--- config.mk ---
export PLATFORM = sky130hd
export DESIGN_NAME = lcr_integrator_sequencer
export DESIGN_NICKNAME = d
export VERILOG_FILES = /design/src/lcr_seq_pkg.sv /design/src/counting_clock_gen.sv /design/src/lcr_integrator_sequencer.sv
export SDC_FILE = /design/constraint.sdc
export NUM_CORES = 1
export LEC_CHECK = 0
export ABC_AREA = 1
export BUFFER_PORTS_ARGS = -buffer_cell sky130_fd_sc_hd__buf_2
export CAP_MARGIN = 20
export CELL_PAD_IN_SITES_DETAIL_PLACEMENT = 0
export CELL_PAD_IN_SITES_GLOBAL_PLACEMENT = 1
export CORE_ASPECT_RATIO = 1.75
export CORE_MARGIN = 8
export CORE_UTILIZATION = 35
export DETAILED_ROUTE_END_ITERATION = 8
export MAX_ROUTING_LAYER = met4
export PLACE_DENSITY_LB_ADDON = 0.2
export SYNTH_ARGS = -nofsm -noshare
export SYNTH_HDL_FRONTEND = slang
export SYNTH_SLANG_ARGS = --single-unit
export TNS_END_PERCENT = 20
--- constraint.sdc ---
create_clock -name clk -period 2.6 [get_ports clk]
set_input_delay 0.52 -clock clk [delete_from_list [all_inputs] [get_ports clk]]
set_output_delay 0.52 -clock clk [all_outputs]
set_load 0.05 [all_outputs]
--- src/lcr_seq_pkg.sv ---
// Constants, types and timing for the integrator measurement sequencer.
// Functional notes
// - Wait about three seconds after power-on, then apply processor supply.
// - Run display test first, then load default mode and start capacitance measurement.
// - Auto ranging repeats, stepping the range left or right, until suitable.
// - Manual primary range skips the auto ranging cycle entirely.
// - Displays show blanking dashes while auto ranging is in progress.
// - On saturation, change range right after offset null, skipping remaining steps.
// - Range acceptable only if discharge count lies within 162 to 1820.
// - Offset null, then phase adjustment, precede every charge and discharge.
// - Offset null cuts the signal path and enables the zeroing feedback.
// - A settle interval is inserted at every integrator phase change except between the two adjust periods.
// - Phase adjustment is two consecutive periods, each with its own control.
// - Charge applies the detected signal for a fixed predetermined time.
// - Discharge counts 31.83 kHz counting clock periods until zero is reached.
// - Zero flag stops the count; the count is stored as result.
// - Measure the primary value first, then the dissipation factor.
// - Resistance measurements omit the dissipation cycle.
// - Execute times differ for 120 Hz, 1 kHz and 10 kHz operation.
// - Detection phase is selected stepwise with codes zero to three half-pi.
// - Sequencing runs on the processor clock; counting clock derived from it.
package lcr_seq_pkg;
	localparam int unsigned CLK_HZ = 20_000_000;
	localparam int unsigned CLK_MHZ = CLK_HZ / 1_000_000;
	localparam int unsigned SEC_CLK_HZ = 31_830;
	localparam int unsigned SEC_DIV = CLK_HZ / SEC_CLK_HZ;
	localparam int unsigned POWERUP_MS = 3000;
	localparam int unsigned DISPTEST_MS = 500;
	localparam int unsigned POWERUP_CYC = CLK_HZ / 1000 * POWERUP_MS;
	localparam int unsigned DISPTEST_CYC = CLK_HZ / 1000 * DISPTEST_MS;
	localparam int unsigned HOLD_US = 50;
	localparam int unsigned NULL_US = 150;
	localparam int unsigned ADJ_US_120 = 180;
	localparam int unsigned ADJ_US_1K = 100;
	localparam int unsigned ADJ_US_10K = 40;
	localparam int unsigned CHG_US_120 = 200;
	localparam int unsigned CHG_US_1K = 120;
	localparam int unsigned CHG_US_10K = 60;
	localparam logic [25:0] HOLD_LOAD = 26'(HOLD_US * CLK_MHZ - 1);
	localparam logic [25:0] NULL_LOAD = 26'(NULL_US * CLK_MHZ - 1);
	localparam logic [10:0] CNT_LO = 11'h0a2;
	localparam logic [10:0] CNT_HI = 11'h71c;
	localparam logic [10:0] CNT_STOP = 11'h71d;
	localparam logic [11:0] CTRL_OFS = 12'h000;
	localparam logic [11:0] STATUS_OFS = 12'h004;
	localparam logic [11:0] RES_PRI_OFS = 12'h008;
	localparam logic [11:0] RES_DQ_OFS = 12'h00c;
	localparam logic [2:0] RANGE_TOP = 3'h7;

	typedef enum logic [1:0] {FUNC_C, FUNC_L, FUNC_R} func_t;
	typedef enum logic [1:0] {F_120, F_1K, F_10K} freq_t;
	typedef enum logic [3:0] {S_POWER, S_DISPTEST, S_HOLD, S_NULL, S_ADJ1, S_ADJ2, S_CHARGE,
		S_DISCHARGE} seq_state_t;

	typedef struct packed {
		logic parallel_circuit_mode;
		freq_t freq;
		func_t func;
		logic [2:0] manual_range;
		logic auto_range;
	} ctrl_t;
	localparam ctrl_t CTRL_DEFAULT = '{1'b1, F_1K, FUNC_C, 3'h3, 1'b1};

	typedef struct packed {
		seq_state_t state;
		logic measuring_dq;
		logic [2:0] range;
		logic ranging;
		logic dq_over;
		logic pri_over;
		logic done;
	} status_t;

	typedef struct packed {
		logic signal_path;
		logic null_feedback;
		logic phase_adjust_first;
		logic phase_adjust_second;
		logic charge;
		logic discharge;
		logic [1:0] phase_sel;
		logic [2:0] range_sel;
	} fe_t;

	typedef struct packed {
		logic processor_supply;
		logic display_test;
		logic blank;
		logic [2:0] range_ind;
	} panel_t;

	// Timer load for a phase; adjustment and charge times depend on frequency
	function automatic logic [25:0] phase_load(seq_state_t s, freq_t f);
		logic [25:0] v;
		v = 26'h0;
		case (s)
			S_NULL: v = NULL_LOAD;
			S_ADJ1, S_ADJ2: begin
				case (f)
					F_120: v = 26'(ADJ_US_120 * CLK_MHZ - 1);
					F_10K: v = 26'(ADJ_US_10K * CLK_MHZ - 1);
					default: v = 26'(ADJ_US_1K * CLK_MHZ - 1);
				endcase
			end
			S_CHARGE: begin
				case (f)
					F_120: v = 26'(CHG_US_120 * CLK_MHZ - 1);
					F_10K: v = 26'(CHG_US_10K * CLK_MHZ - 1);
					default: v = 26'(CHG_US_1K * CLK_MHZ - 1);
				endcase
			end
			default: v = 26'h0;
		endcase
		return v;
	endfunction
endpackage

--- src/counting_clock_gen.sv ---
// Counting clock tick generator derived from the processor clock.
`timescale 1ns/1ns
module counting_clock_gen (
	input wire logic clk,
	input wire logic reset,
	input wire logic ce,
	input wire logic restart,
	output logic tick
);
	localparam logic [9:0] DIV_LAST = 10'(lcr_seq_pkg::SEC_DIV - 1);
	logic [9:0] cnt_r;

	// Restart aligns the first period with the start of discharge
	always_ff @(posedge clk) begin
		if (reset) begin
			cnt_r <= 10'h0;
			tick <= 1'b0;
		end else if (ce) begin
			if (restart || cnt_r == DIV_LAST) begin
				cnt_r <= 10'h0;
			end else begin
				cnt_r <= cnt_r + 10'h1;
			end
			tick <= !restart && cnt_r == DIV_LAST;
		end
	end
endmodule // counting_clock_gen

--- src/lcr_integrator_sequencer.sv ---
// Measurement sequencer for the integrating impedance front end, with APB registers.
//
// Local design decisions: register access over APB and the placing of the registers.
`timescale 1ns/1ns
module lcr_integrator_sequencer #(
	parameter int unsigned POWERUP_CYCLES = lcr_seq_pkg::POWERUP_CYC,
	parameter int unsigned DISPTEST_CYCLES = lcr_seq_pkg::DISPTEST_CYC
) (
	input wire logic clk,
	input wire logic reset,
	input wire logic ce,
	input wire logic psel,
	input wire logic penable,
	input wire logic pwrite,
	input wire logic [11:0] paddr,
	input wire logic [31:0] pwdata,
	output logic [31:0] prdata,
	output logic pready,
	output logic pslverr,
	input wire logic saturation_flag,
	input wire logic zero_flag,
	output lcr_seq_pkg::fe_t front_end,
	output lcr_seq_pkg::panel_t panel
);
	typedef struct packed {
		lcr_seq_pkg::seq_state_t state;
		lcr_seq_pkg::seq_state_t after_hold;
		logic [25:0] timer;
		logic dq;
		logic ranging;
		logic [2:0] rng;
		logic [10:0] cnt;
		logic [10:0] res_pri;
		logic [10:0] res_dq;
		logic pri_over;
		logic dq_over;
		logic done;
		logic disp_done;
		lcr_seq_pkg::ctrl_t ctrl;
		lcr_seq_pkg::fe_t fe;
		lcr_seq_pkg::panel_t pan;
		logic tick_restart;
		logic pready;
		logic pslverr;
		logic [31:0] prdata;
	} st_t;

	st_t st_r;
	st_t st_nxt;
	logic tick;
	logic disc_end;
	logic in_window;
	logic step_down;
	logic can_step;
	lcr_seq_pkg::status_t status;

	counting_clock_gen u_count_clk (
		.clk(clk),
		.reset(reset),
		.ce(ce),
		.restart(st_r.tick_restart),
		.tick(tick)
	);

	always_comb begin
		st_nxt = st_r;
		st_nxt.tick_restart = 1'b0;
		st_nxt.pready = 1'b0;
		st_nxt.pslverr = 1'b0;
		status = '{st_r.state, st_r.dq, st_r.rng, st_r.ranging, st_r.dq_over,
			st_r.pri_over, st_r.done};

		// One wait state: the answer comes in the second access cycle
		if (psel && penable && !st_r.pready) begin
			st_nxt.pready = 1'b1;
			st_nxt.prdata = 32'h0;
			case (paddr)
				lcr_seq_pkg::CTRL_OFS: begin
					if (pwrite) begin
						st_nxt.ctrl = lcr_seq_pkg::ctrl_t'(pwdata[8:0]);
					end else begin
						st_nxt.prdata = {23'h0, st_r.ctrl};
					end
				end
				lcr_seq_pkg::STATUS_OFS: begin
					if (pwrite) begin
						if (pwdata[0]) begin
							st_nxt.done = 1'b0;
						end
					end else begin
						st_nxt.prdata = {20'h0, status};
					end
				end
				lcr_seq_pkg::RES_PRI_OFS: begin
					if (!pwrite) begin
						st_nxt.prdata = {21'h0, st_r.res_pri};
					end
				end
				lcr_seq_pkg::RES_DQ_OFS: begin
					if (!pwrite) begin
						st_nxt.prdata = {21'h0, st_r.res_dq};
					end
				end
				default: begin
					st_nxt.pslverr = 1'b1;
				end
			endcase
		end

		if (st_r.timer != 26'h0) begin
			st_nxt.timer = st_r.timer - 26'h1;
		end

		disc_end = st_r.state == lcr_seq_pkg::S_DISCHARGE &&
			(zero_flag || st_r.cnt == lcr_seq_pkg::CNT_STOP);
		in_window = zero_flag && st_r.cnt >= lcr_seq_pkg::CNT_LO &&
			st_r.cnt <= lcr_seq_pkg::CNT_HI;
		step_down = zero_flag && st_r.cnt < lcr_seq_pkg::CNT_LO;
		can_step = step_down ? st_r.rng != 3'h0 : st_r.rng != lcr_seq_pkg::RANGE_TOP;

		case (st_r.state)
			lcr_seq_pkg::S_POWER: begin
				if (st_r.timer == 26'h0) begin
					st_nxt.state = lcr_seq_pkg::S_DISPTEST;
					st_nxt.timer = 26'(DISPTEST_CYCLES - 1);
				end
			end
			lcr_seq_pkg::S_DISPTEST: begin
				if (st_r.timer == 26'h0) begin
					st_nxt.ctrl = lcr_seq_pkg::CTRL_DEFAULT;
					st_nxt.disp_done = 1'b1;
					st_nxt.dq = 1'b0;
					st_nxt.ranging = lcr_seq_pkg::CTRL_DEFAULT.auto_range;
					st_nxt.state = lcr_seq_pkg::S_HOLD;
					st_nxt.after_hold = lcr_seq_pkg::S_NULL;
					st_nxt.timer = lcr_seq_pkg::HOLD_LOAD;
				end
			end
			lcr_seq_pkg::S_HOLD: begin
				if (st_r.timer == 26'h0) begin
					st_nxt.state = st_r.after_hold;
					st_nxt.timer = lcr_seq_pkg::phase_load(st_r.after_hold, st_r.ctrl.freq);
					if (st_r.after_hold == lcr_seq_pkg::S_DISCHARGE) begin
						st_nxt.cnt = 11'h0;
						st_nxt.tick_restart = 1'b1;
					end
				end
			end
			lcr_seq_pkg::S_NULL: begin
				if (st_r.timer == 26'h0) begin
					st_nxt.state = lcr_seq_pkg::S_HOLD;
					st_nxt.timer = lcr_seq_pkg::HOLD_LOAD;
					if (saturation_flag && st_r.ctrl.auto_range && !st_r.dq &&
						st_r.rng != lcr_seq_pkg::RANGE_TOP) begin
						// Fast ranging: skip the rest of the sequence
						st_nxt.rng = st_r.rng + 3'h1;
						st_nxt.ranging = 1'b1;
						st_nxt.after_hold = lcr_seq_pkg::S_NULL;
					end else begin
						st_nxt.after_hold = lcr_seq_pkg::S_ADJ1;
					end
				end
			end
			lcr_seq_pkg::S_ADJ1: begin
				if (st_r.timer == 26'h0) begin
					st_nxt.state = lcr_seq_pkg::S_ADJ2;
					st_nxt.timer = lcr_seq_pkg::phase_load(lcr_seq_pkg::S_ADJ2, st_r.ctrl.freq);
				end
			end
			lcr_seq_pkg::S_ADJ2: begin
				if (st_r.timer == 26'h0) begin
					st_nxt.state = lcr_seq_pkg::S_HOLD;
					st_nxt.after_hold = lcr_seq_pkg::S_CHARGE;
					st_nxt.timer = lcr_seq_pkg::HOLD_LOAD;
				end
			end
			lcr_seq_pkg::S_CHARGE: begin
				if (st_r.timer == 26'h0) begin
					st_nxt.state = lcr_seq_pkg::S_HOLD;
					st_nxt.after_hold = lcr_seq_pkg::S_DISCHARGE;
					st_nxt.timer = lcr_seq_pkg::HOLD_LOAD;
				end
			end
			lcr_seq_pkg::S_DISCHARGE: begin
				if (disc_end) begin
					st_nxt.state = lcr_seq_pkg::S_HOLD;
					st_nxt.after_hold = lcr_seq_pkg::S_NULL;
					st_nxt.timer = lcr_seq_pkg::HOLD_LOAD;
					if (!st_r.dq) begin
						if (st_r.ctrl.auto_range && !in_window && can_step) begin
							// Out of window: another ranging step, no result
							st_nxt.rng = step_down ? st_r.rng - 3'h1 : st_r.rng + 3'h1;
							st_nxt.ranging = 1'b1;
						end else begin
							st_nxt.res_pri = st_r.cnt;
							st_nxt.pri_over = !in_window;
							st_nxt.ranging = 1'b0;
							if (st_r.ctrl.func == lcr_seq_pkg::FUNC_R) begin
								st_nxt.done = 1'b1;
							end else begin
								st_nxt.dq = 1'b1;
							end
						end
					end else begin
						st_nxt.res_dq = st_r.cnt;
						st_nxt.dq_over = !in_window;
						st_nxt.done = 1'b1;
						st_nxt.dq = 1'b0;
					end
				end else if (tick) begin
					st_nxt.cnt = st_r.cnt + 11'h1;
				end
			end
			default: begin
				st_nxt.state = lcr_seq_pkg::S_POWER;
			end
		endcase

		// Manual range bypasses ranging and forces the selected range
		if (!st_nxt.ctrl.auto_range) begin
			st_nxt.ranging = 1'b0;
			st_nxt.rng = st_nxt.ctrl.manual_range;
		end

		st_nxt.fe.signal_path = st_nxt.state == lcr_seq_pkg::S_CHARGE;
		st_nxt.fe.null_feedback = st_nxt.state == lcr_seq_pkg::S_NULL;
		st_nxt.fe.phase_adjust_first = st_nxt.state == lcr_seq_pkg::S_ADJ1;
		st_nxt.fe.phase_adjust_second = st_nxt.state == lcr_seq_pkg::S_ADJ2;
		st_nxt.fe.charge = st_nxt.state == lcr_seq_pkg::S_CHARGE;
		st_nxt.fe.discharge = st_nxt.state == lcr_seq_pkg::S_DISCHARGE;
		// Parallel uses codes 0 and pi/2, series pi and 3pi/2
		st_nxt.fe.phase_sel = {!st_nxt.ctrl.parallel_circuit_mode, st_nxt.dq};
		st_nxt.fe.range_sel = st_nxt.rng;
		st_nxt.pan.processor_supply = st_nxt.state != lcr_seq_pkg::S_POWER;
		st_nxt.pan.display_test = st_nxt.state == lcr_seq_pkg::S_DISPTEST;
		st_nxt.pan.blank = st_nxt.ranging;
		st_nxt.pan.range_ind = st_nxt.rng;
	end

	always_ff @(posedge clk) begin
		if (reset) begin
			st_r <= '0;
			st_r.state <= lcr_seq_pkg::S_POWER;
			st_r.after_hold <= lcr_seq_pkg::S_NULL;
			st_r.timer <= 26'(POWERUP_CYCLES - 1);
			st_r.ctrl <= lcr_seq_pkg::CTRL_DEFAULT;
			st_r.rng <= lcr_seq_pkg::CTRL_DEFAULT.manual_range;
			st_r.pan.range_ind <= lcr_seq_pkg::CTRL_DEFAULT.manual_range;
			st_r.fe.range_sel <= lcr_seq_pkg::CTRL_DEFAULT.manual_range;
		end else if (ce) begin
			st_r <= st_nxt;
		end
	end

	assign prdata = st_r.prdata;
	assign pready = st_r.pready;
	assign pslverr = st_r.pslverr;
	assign front_end = st_r.fe;
	assign panel = st_r.pan;
endmodule // lcr_integrator_sequencer

After elaboration in Yosys (flattened, before gate mapping). Cells that the tools add are included.

$add $sub $neg: 5. Order comparisons: 3. Equality and inequality tests: 43. Mux-type cells: 63. Bitwise gates (word level): 2. Reduce and logical (&&, ||, !) cells: 37.

Operator list (count): $pmux 26 s8 (1); $mux 34 (4); $pmux 32 s4 (1); $mux 26 (4); $mux 11 (6); $mux 9 (6); $eq 4x3->1 const B (12); $pmux 12 s2 (2); $mux 39 (1); $mux 36 (1); $pmux 12 s3 (1); $pmux 4 s8 (1); $mux 4 (7); $logic_not 26->1 (1); $reduce_bool 26->1 (1); $sub 26x1->26 const B (1); $eq 12x4->1 const B (2); $pmux 11 s2 (1); $reduce_and 7->1 (3); $pmux 4 s5 (1); $mux 1 (18); $ne 3x3->1 const B (6); $eq 4x2->1 const B (4); $ne 2x2->1 const B (8); 39 further kinds (60).

Register bits after elaboration: 139. Bits of input ports: 52. Output and inout bits: 51. Logic and storage cells: 184.

Longest topological paths before layout. Gate-level depths: netlist of run 1.

Word-level depth: 11. Mapped depth: 14. Mapped depth without buffers: 14.

Modules after synthesis. From an unflattened synthesis of run 1, not the netlist that was laid out.

Cells, all modules: 1147. Area total of the unflattened synthesis: 7479.7 µm².

By module, submodules not included: lcr_integrator_sequencer (times used 1, cells each 1068, area each 6922.9 µm², seq. area each 2122.0 µm²); counting_clock_gen (times used 1, cells each 79, area each 556.8 µm², seq. area each 220.2 µm²).

Least setup slack after synthesis of run 1. No wires, ideal clock.

Path kind: reg2reg. Start: register st_r[103] (netlist name). End: register st_r[103] (netlist name). Setup time: 0.120 ns. Data arrival time: 1.823 ns. Data required time: 2.480 ns. Setup slack: 0.657 ns. Cell stages (with the launch flop): 12. Path buffers: 1. Clock period less this slack: 1.943 ns. Cells stage by stage: dfxtp_1 -> inv_1 -> ha_1 -> nand2_1 -> nor2_8 -> nand3_4 -> buf_1 -> ha_1 -> a21oi_1 -> nand3_1 -> o211ai_1 -> nand2_1.

Cells in the longest elaborated chain, start to end: 4. Elaborated cells on any way between the ends: 13. Classes of those cells: add/sub: 1; mux: 10; reduce/logical: 2.

Ends and longest elaborated chain: from (decl) (line lcr_integrator_sequencer.sv:48) `st_t st_r;`; from (signal assigned) (line lcr_integrator_sequencer.sv:251) `st_r <= st_nxt;`; $sub 26x1->26 / $reduce_bool 26->1 (equally long branches) (line lcr_integrator_sequencer.sv:111, lcr_integrator_sequencer.sv:110); $mux 26 (line lcr_integrator_sequencer.sv:110) `if (st_r.timer != 26'h0) begin`; $mux 39 (tied with other cells) (line lcr_integrator_sequencer.sv:185) `if (disc_end) begin`; $pmux 26 s8 * (line lcr_integrator_sequencer.sv:121) `case (st_r.state)`.

Every way passes the cells marked *; elsewhere a longest branch is shown, timed or not. The select of a mux whose other input is x is not followed. A chain may end at the register's enable or synchronous reset.

Final worst setup path of run 1.
Start: register st_r[103] (netlist name). End: register st_r[87] (netlist name).

Cells in the longest elaborated chain, start to end: 3.

Ends and longest elaborated chain: $logic_not 26->1 (line lcr_integrator_sequencer.sv:140) `if (st_r.timer == 26'h0) begin`; $ne 2x2->1 (no line); $reduce_and 6->1 (no line).

No other way between the ends.

==> impl_metrics.tcl, run 1 <==
set metrics [dict create \
    status "finished clean" \
    gp_congestion 0.976 \
    cp_cell_sequence "inv_1 -> ha_1 -> nand2_1 -> nor2_8 -> nand3_4 -> inv_2 -> nand4_2 -> o21ai_2 -> nand2_1 -> nand2_1 -> a21oi_1" \
    timing.rr.start "st_r[103]$_SDFFE_PP1P_" \
    cts_max_level 4 \
    crit_fanout 11 \
    dpl.hpwl_um 20300 \
    netlist_instances 1104 \
    setup_viol 0 \
    ys_top_cells_by_count "nand2_1 (227), dfxtp_1 (117), nor2_1 (117)" \
    dr.pass1.iters 5 \
    grtUsageTotal 0.207 \
    cts_buffers 17 \
    finalWirelength_um 25800 \
    min_period_over_period 0.889 \
    grt_pass1_wl_um 40400 \
    yosysSeqAreaShare 0.319 \
    p_leak_nw 3.67 \
    dp.cells 1389 \
    grt_pass1_vias 7329 \
    drt_iter0_markers 380 \
    synth_area_mm2 0.00735 \
    cts_sinks 117 \
    ys_ff_latch 117 \
    yosysMostFrequentCell "nand2_1" \
    fp.dieW_um 126 \
    ios 103 \
    final_cells 1421 \
    maxCapViolCount 0 \
    core_area_mm2 0.0208 \
    hold_buffers 0 \
    die_y_um 208 \
    wl_per_cell_um 18.2 \
    async_flop_share 0 \
    rows 70 \
    insertion_delay_ps 430 \
    synth_ff_type "dfxtp_1" \
    ys_types 53 \
    r2r_slack_ps 290 \
    r2r_cells 11 \
    io_buffer_count 59 \
    worst_setup_path_start_kind "flip-flop" \
    postRouteAntennaNets 0 \
    setup.worst_path.start "st_r[103]$_SDFFE_PP1P_" \
    vdd_ir_drop_max_v 0.000377 \
    cts_tree "done" \
    synth_edf_count 0 \
    finalMaxSlewViolations 0 \
    cts_setup_buffers 0 \
    antenna_found_initial 0 \
    n_antenna_cell 0 \
    hold_viol_final 0 \
    cts.path.max_buffers 2 \
    pwr_density_cell_mw_per_mm2 531 \
    overflow 0 \
    area_growth_pct 14.1 \
    slew_headroom 0.509 \
    die_area_mm2 0.0261 \
    drc_errors 0 \
    cts_resized 0 \
    tightest_slew_ps 733 \
    min_period_ps 2310 \
    drive_gt1_frac 0.163 \
    synth.top_cell.area_share 0.319 \
    yosysWarnings 0 \
    finalNetCount 1219 \
    hp-class "primary input to flip-flop" \
    required_ps 2910 \
    path_common_cell "nand2_1" \
    fmax_ghz 0.433 \
    rsz0062_at_grt "no" \
    arrival_ps 2620 \
    avgSynthCellArea_um2 6.66 \
    fin_tns_setup_ps 0 \
    clkSlewWorstSetupHoldPaths_ps 60 \
    grt_max_degree 30 \
    fill_cells 2278 \
    end_kind "flip-flop" \
    r2r-end "st_r[87]$_SDFFE_PP0P_" \
    cts_root_buf "clkbuf_16" \
    start_util 0.354 \
    fin_skew_ps 8.13 \
    critPathSlowestCell "dfxtp_1" \
    critical_path_class "flip-flop to flip-flop" \
    yosysTopAreaCell "dfxtp_1" \
    vias_per_cell 5.12 \
    crit_end "st_r[87]$_SDFFE_PP0P_" \
    slowest_delay_ps 320 \
    vias 7282 \
    synth_area_leaders "dfxtp_1 (32%), nand2_1 (12%), nand3_1 (6.5%), nor2_1 (6.0%), buf_4 (5.5%)" \
]
-- power by group --
part | switching [mW] | internal, mW | leakage [nW]
Sequential | 0.0354 | 1.82 | 0.948
Combinational | 0.274 | 0.0995 | 2.46
Clock | 0.987 | 1.24 | 0.260
-- cell families after synthesis --
family | Yosys count | synth area share
AO/OA/AOI/OAI | 210 | 0.158
XOR/XNOR | 31 | 0.0369
adder cells (fa/ha/maj) | 11 | 0.0187
buffers and inverters | 211 | 0.139
flip-flops | 117 | 0.319
other | 1 | 0.000510
AND/OR/NAND/NOR | 523 | 0.329
-- flip-flops by register name (all words and copies together), names as in the netlist --
register,count
st_r,79
prdata,12
u_count_clk.cnt_r,10
front_end,7
panel,6
pready,1
pslverr,1
u_count_clk.tick,1
-- metrics by stage --
| step | area [µm²] | total power [mW] | util | setup WS (ps) | hold slack, ps |
|---|---|---|---|---|---|
| 2_1_floorplan | 7420 | 2.17 | - | 657 | 425 |
| 3_3_place_gp | 7840 | 2.27 | 0.378 | 250 | 435 |
| 3_5_place_dp | 7840 | 2.27 | 0.378 | 240 | 440 |
| 4_1_cts | 8390 | 4.49 | 0.404 | 276 | 368 |
| 5_1_grt | 8390 | 4.62 | 0.404 | 86.4 | 368 |
| 6_report | 8390 | 4.45 | 0.404 | 288 | 378 |
-- worst min-delay path by stage --
stage,slack [ps],from,depth (start not counted),to
2_1_floorplan,420,st_r[67]$_SDFFE_PP0P_,2,st_r[67]$_SDFFE_PP0P_
3_3_place_gp,430,st_r[66]$_SDFFE_PP0P_,2,st_r[66]$_SDFFE_PP0P_
3_5_place_dp,440,st_r[66]$_SDFFE_PP0P_,2,st_r[66]$_SDFFE_PP0P_
4_1_cts,370,pwdata[4],3,st_r[56]$_SDFFE_PP0P_
5_1_grt,370,pwdata[4],3,st_r[56]$_SDFFE_PP0P_
6_report,380,pwdata[4],3,st_r[56]$_SDFFE_PP0P_
-- placed cells by master, fill, tap and decap left out, types with 4 or more instances in the layout --
| cell type | n |
|---|---|
| a21oi_1 | 78 |
| o22ai_1 | 15 |
| clkbuf_16 | 17 |
| inv_2 | 13 |
| nand4_1 | 24 |
| nor2_4 | 7 |
| nor2_2 | 11 |
| a31oi_1 | 4 |
| clkinv_4 | 4 |
| xnor2_1 | 6 |
| xor2_1 | 25 |
| clkinvlp_4 | 4 |
| buf_2 | 59 |
| nor2_1 | 117 |
| nor3_1 | 14 |
| o21ai_1 | 12 |
| nand2_1 | 227 |
| o21ai_0 | 76 |
| buf_4 | 42 |
| dfxtp_1 | 117 |
| o211ai_1 | 9 |
| conb_1 | 20 |
| ha_1 | 11 |
| nand3_1 | 95 |
| inv_1 | 108 |
-- layer usage --
| metal | track usage | wire (µm) |
|---|---|---|
| met3 | 0.0363 | 759 |
| met4 | 0.0933 | 844 |
| met1 | 0.182 | 9120 |
| met5 | - | 0 |
| met2 | 0.411 | 15100 |
-- worst max-delay path: cells and delay by family (launching register included) --
kind            cells  cell delay, ps
flops               1             320
buf+inv             2             390
fa+ha+maj           1             220
simple gates        6            1080
compound gates      2             180
-- layout make-up --
type                       count  area (µm²)  area share
clock buffer                  17         425      0.0507
clock inverter                15         124      0.0148
inverter                     121         454      0.0541
multi-input combinational    795        4060       0.484
sequential                   117        2340       0.279
tap                          252         315      0.0376
timing repair buffer         104         671      0.0799
Note: power is estimated with default switching activity, not from simulation.
==> run 2, diff against run 1 <==
- ABC_AREA: 1 -> default
- PLACE_DENSITY_LB_ADDON: 0.2 -> 0.1
==> run 2 against run 1 <==
First-iteration DRC count rose by 17%. Utilization is 2.3 points higher. Combinational power about the same. Critical path depth down 3. Maximum frequency shrank 8.6%. Critical endpoint is now st_r[129]$_SDFFE_PP1P_.
==> impl_metrics.tcl, run 2 <==
set metrics [dict create \
    crit_buf_inv 1 \
    ys_ff_latch 117 \
    cts_setup_buffers 0 \
    gp_congestion 0.931 \
    seq_power_share 0.376 \
    synth.top_cell.area_share 0.314 \
    tightest_slew_ps 596 \
    finalWirelength_um 27700 \
    vias 7245 \
    crit_fanout 5 \
    start_util 0.356 \
    drive_gt1_frac 0.242 \
    async_flop_share 0 \
    ys_top_cells_by_count "nor2_1 (118), dfxtp_1 (117), nand2_1 (58)" \
    die_area_mm2 0.0264 \
    r2r_cells 8 \
    status "finished clean" \
    setup_viol 0 \
    vias_per_cell 5.82 \
    final_common_cell "nor2_1" \
    pwr_density_cell_mw_per_mm2 548 \
    die_y_um 209 \
    grtUsageTotal 0.220 \
    area_growth_pct 20.2 \
    yosysWarnings 0 \
    slew_headroom 0.603 \
    cp_cell_sequence "inv_1 -> ha_1 -> nor3b_4 -> nand4_4 -> o21ai_1 -> a21oi_1 -> or3_4 -> o41a_1" \
    p_leak_nw 3.39 \
    hold-path-endpoint "st_r[57]$_SDFFE_PP0P_" \
    ios 103 \
    switchingPower_mw 1.21 \
    min_period_over_period 0.973 \
    final_cell_mix "nor2_1 (118), dfxtp_1 (117), buf_4 (85)" \
    intPower_mw 3.70 \
    min_period_ps 2530 \
    grt_max_degree 71 \
    min_path_cells 3 \
    wl_per_cell_um 22.3 \
    worst_path_dominant_cell_family "simple AND/OR/NAND/NOR gates" \
    stdcell_area_mm2 0.00895 \
    dpl_cell_area_mm2 0.00825 \
    cts_root_buf "clkbuf_16" \
    cts_tree "done" \
    synth_area_mm2 0.00745 \
    hp-class "primary input to flip-flop" \
    core_area_mm2 0.0209 \
    clkPwrFrac 0.548 \
    critPathSlowestCell "or3_4" \
    clkSlewWorstSetupHoldPaths_ps 60 \
    slowest_delay_ps 440 \
    worstHoldStart "pwdata[5]" \
    drt_iter0_markers 444 \
    switching_share 0.246 \
    worst_setup_path_start_kind "flip-flop" \
    synth_ff_type "dfxtp_1" \
    finalNetCount 1042 \
    drc_errors 0 \
    hold_viol_final 0 \
    vdd_ir_drop_max_v 0.000408 \
    timing.rr.start "st_r[103]$_SDFFE_PP1P_" \
    cts_buffers 17 \
    antenna_found_initial 0 \
    avgSynthCellArea_um2 8.24 \
    whs_ps 353 \
    cts_sinks 117 \
    dr.pass1.iters 4 \
    io_buffer_count 59 \
    ys_types 96 \
    n_antenna_cell 0 \
    yosysTopAreaCell "dfxtp_1" \
    power_frac_comb 0.077 \
    netlist_instances 904 \
    dpl.hpwl_um 21300 \
    grt_pass1_vias 7494 \
    arrival_ps 2840 \
    grt_pass1_wl_um 43200 \
    synth_area_leaders "dfxtp_1 (31%), nor2_1 (5.9%), buf_4 (5.0%), mux2i_1 (3.9%), a21oi_1 (3.5%)" \
    cts_max_level 4 \
    total_power_mw 4.90 \
    fin_skew_ps 13.6 \
    largest_register_ffs 79 \
    maxCapViolCount 0 \
    cts.path.max_buffers 2 \
    fp.dieW_um 126 \
    end_kind "flip-flop" \
    fmax_ghz 0.395 \
    r2r-end "st_r[129]$_SDFFE_PP1P_" \
    insertion_delay_ps 430 \
    critical_path_class "flip-flop to flip-flop" \
    yosysSeqAreaShare 0.314 \
    overflow 0 \
    rows 70 \
    yosysMostFrequentCell "nor2_1" \
    max_flop_register "st_r" \
    finalMaxSlewViolations 0 \
    rsz0062_at_grt "yes" \
    postRouteAntennaNets 0 \
    synth_edf_count 0 \
    r2r_slack_ps 70 \
    required_ps 2910 \
]
==> run 2: cell types whose count changed after synthesis, sizes merged, moves of 14 or more <==
cell    previous run  this run
o21ai             91        39
nor4               3        17
clkbuf            21        48
nand2            231        58
mux2i              0        29
a21oi             81        52
xor2              25        11
inv              121        24
nand3            100        15
a22oi              0        16
nor2             137       121
o31ai              1        15
==> run 2: repair_timing <==
item | 4_1_cts | 5_1_grt
hold buffers | 0 | 0
resized for setup | 1 | 9
endpoints found under the setup margin | 1 | 22
==> run 2: metrics by stage <==
step / utilization / setup TNS, ps / setup WS (ps) / cells
after floorplan: - / 0 / 17.0 / 923
after global placement: 0.394 / 0 / 76.4 / 1212
after detailed placement: 0.394 / 0 / 23.9 / 1212
after CTS: 0.426 / 0 / 46.5 / 1244
after global routing: 0.428 / -92.9 / -56.1 / 1244
final: 0.428 / 0 / 70.2 / 1244
==> run 2: layout make-up <==
class                   count  area, µm²
multi-input cells         669       4500
inverters                  25       93.8
clock buffers              19        453
repair buffers            149       1030
well taps                 252        315
flip-flops and latches    117       2340
fillers                  2113      12000
clock inverters            13        219
==> run 2: worst max-delay path by stage <==
stage	start	end	slack, ps	cells past startpoint
finish	st_r[103]$_SDFFE_PP1P_	st_r[129]$_SDFFE_PP1P_	70	8
detailed placement	st_r[103]$_SDFFE_PP1P_	front_end[7]$_SDFFE_PP0P_	20	8
global route	st_r[103]$_SDFFE_PP1P_	st_r[103]$_SDFFE_PP1P_	-60	12
CTS	st_r[103]$_SDFFE_PP1P_	front_end[7]$_SDFFE_PP0P_	50	8
global placement	st_r[104]$_SDFFE_PP1P_	front_end[7]$_SDFFE_PP0P_	80	8
floorplan	st_r[120]$_SDFFE_PP1P_	st_r[103]$_SDFFE_PP1P_	20	11
==> run 2: cells by family (layout without fill, tap and decap cells) <==
| group | count (synthesis) | after routing | synth area share |
|---|---|---|---|
| XOR/XNOR | 21 | 21 | 0.0247 |
| flip-flops | 117 | 117 | 0.314 |
| other | 1 | 20 | 0.000503 |
| adder cells (fa/ha/maj) | 11 | 11 | 0.0185 |
| buffers and inverters | 137 | 206 | 0.0998 |
| AND/OR/NAND/NOR | 328 | 328 | 0.233 |
| AO/OA/AOI/OAI | 243 | 243 | 0.231 |
| multiplexers | 46 | 46 | 0.0783 |
==> run 2: routing by layer <==
metal	vias to the layer above	GRT usage	share of wire
met4	0	0.146	0.058
li1	3436	-	-
met2	202	0.405	0.55
met5	-	-	0
met1	3544	0.206	0.36
met3	63	0.0352	0.034
==> run 2: power groups by stage <==
stage / Clock, mW / Combinational (mW) / Sequential [mW]
2_1_floorplan: 0 / 0.258 / 1.88
3_3_place_gp: 0 / 0.368 / 1.88
3_5_place_dp: 0 / 0.370 / 1.88
4_1_cts: 2.74 / 0.371 / 1.84
5_1_grt: 2.83 / 0.403 / 1.85
6_report: 2.68 / 0.376 / 1.84
==> run 2: worst reg2reg max path, cell delays in order (launching register included) <==
cell and delay [ps]:
dfxtp_1 310, inv_1 80, ha_1 150, nor3b_4 330
nand4_4 200, o21ai_1 300, a21oi_1 240, or3_4 440
o41a_1 370
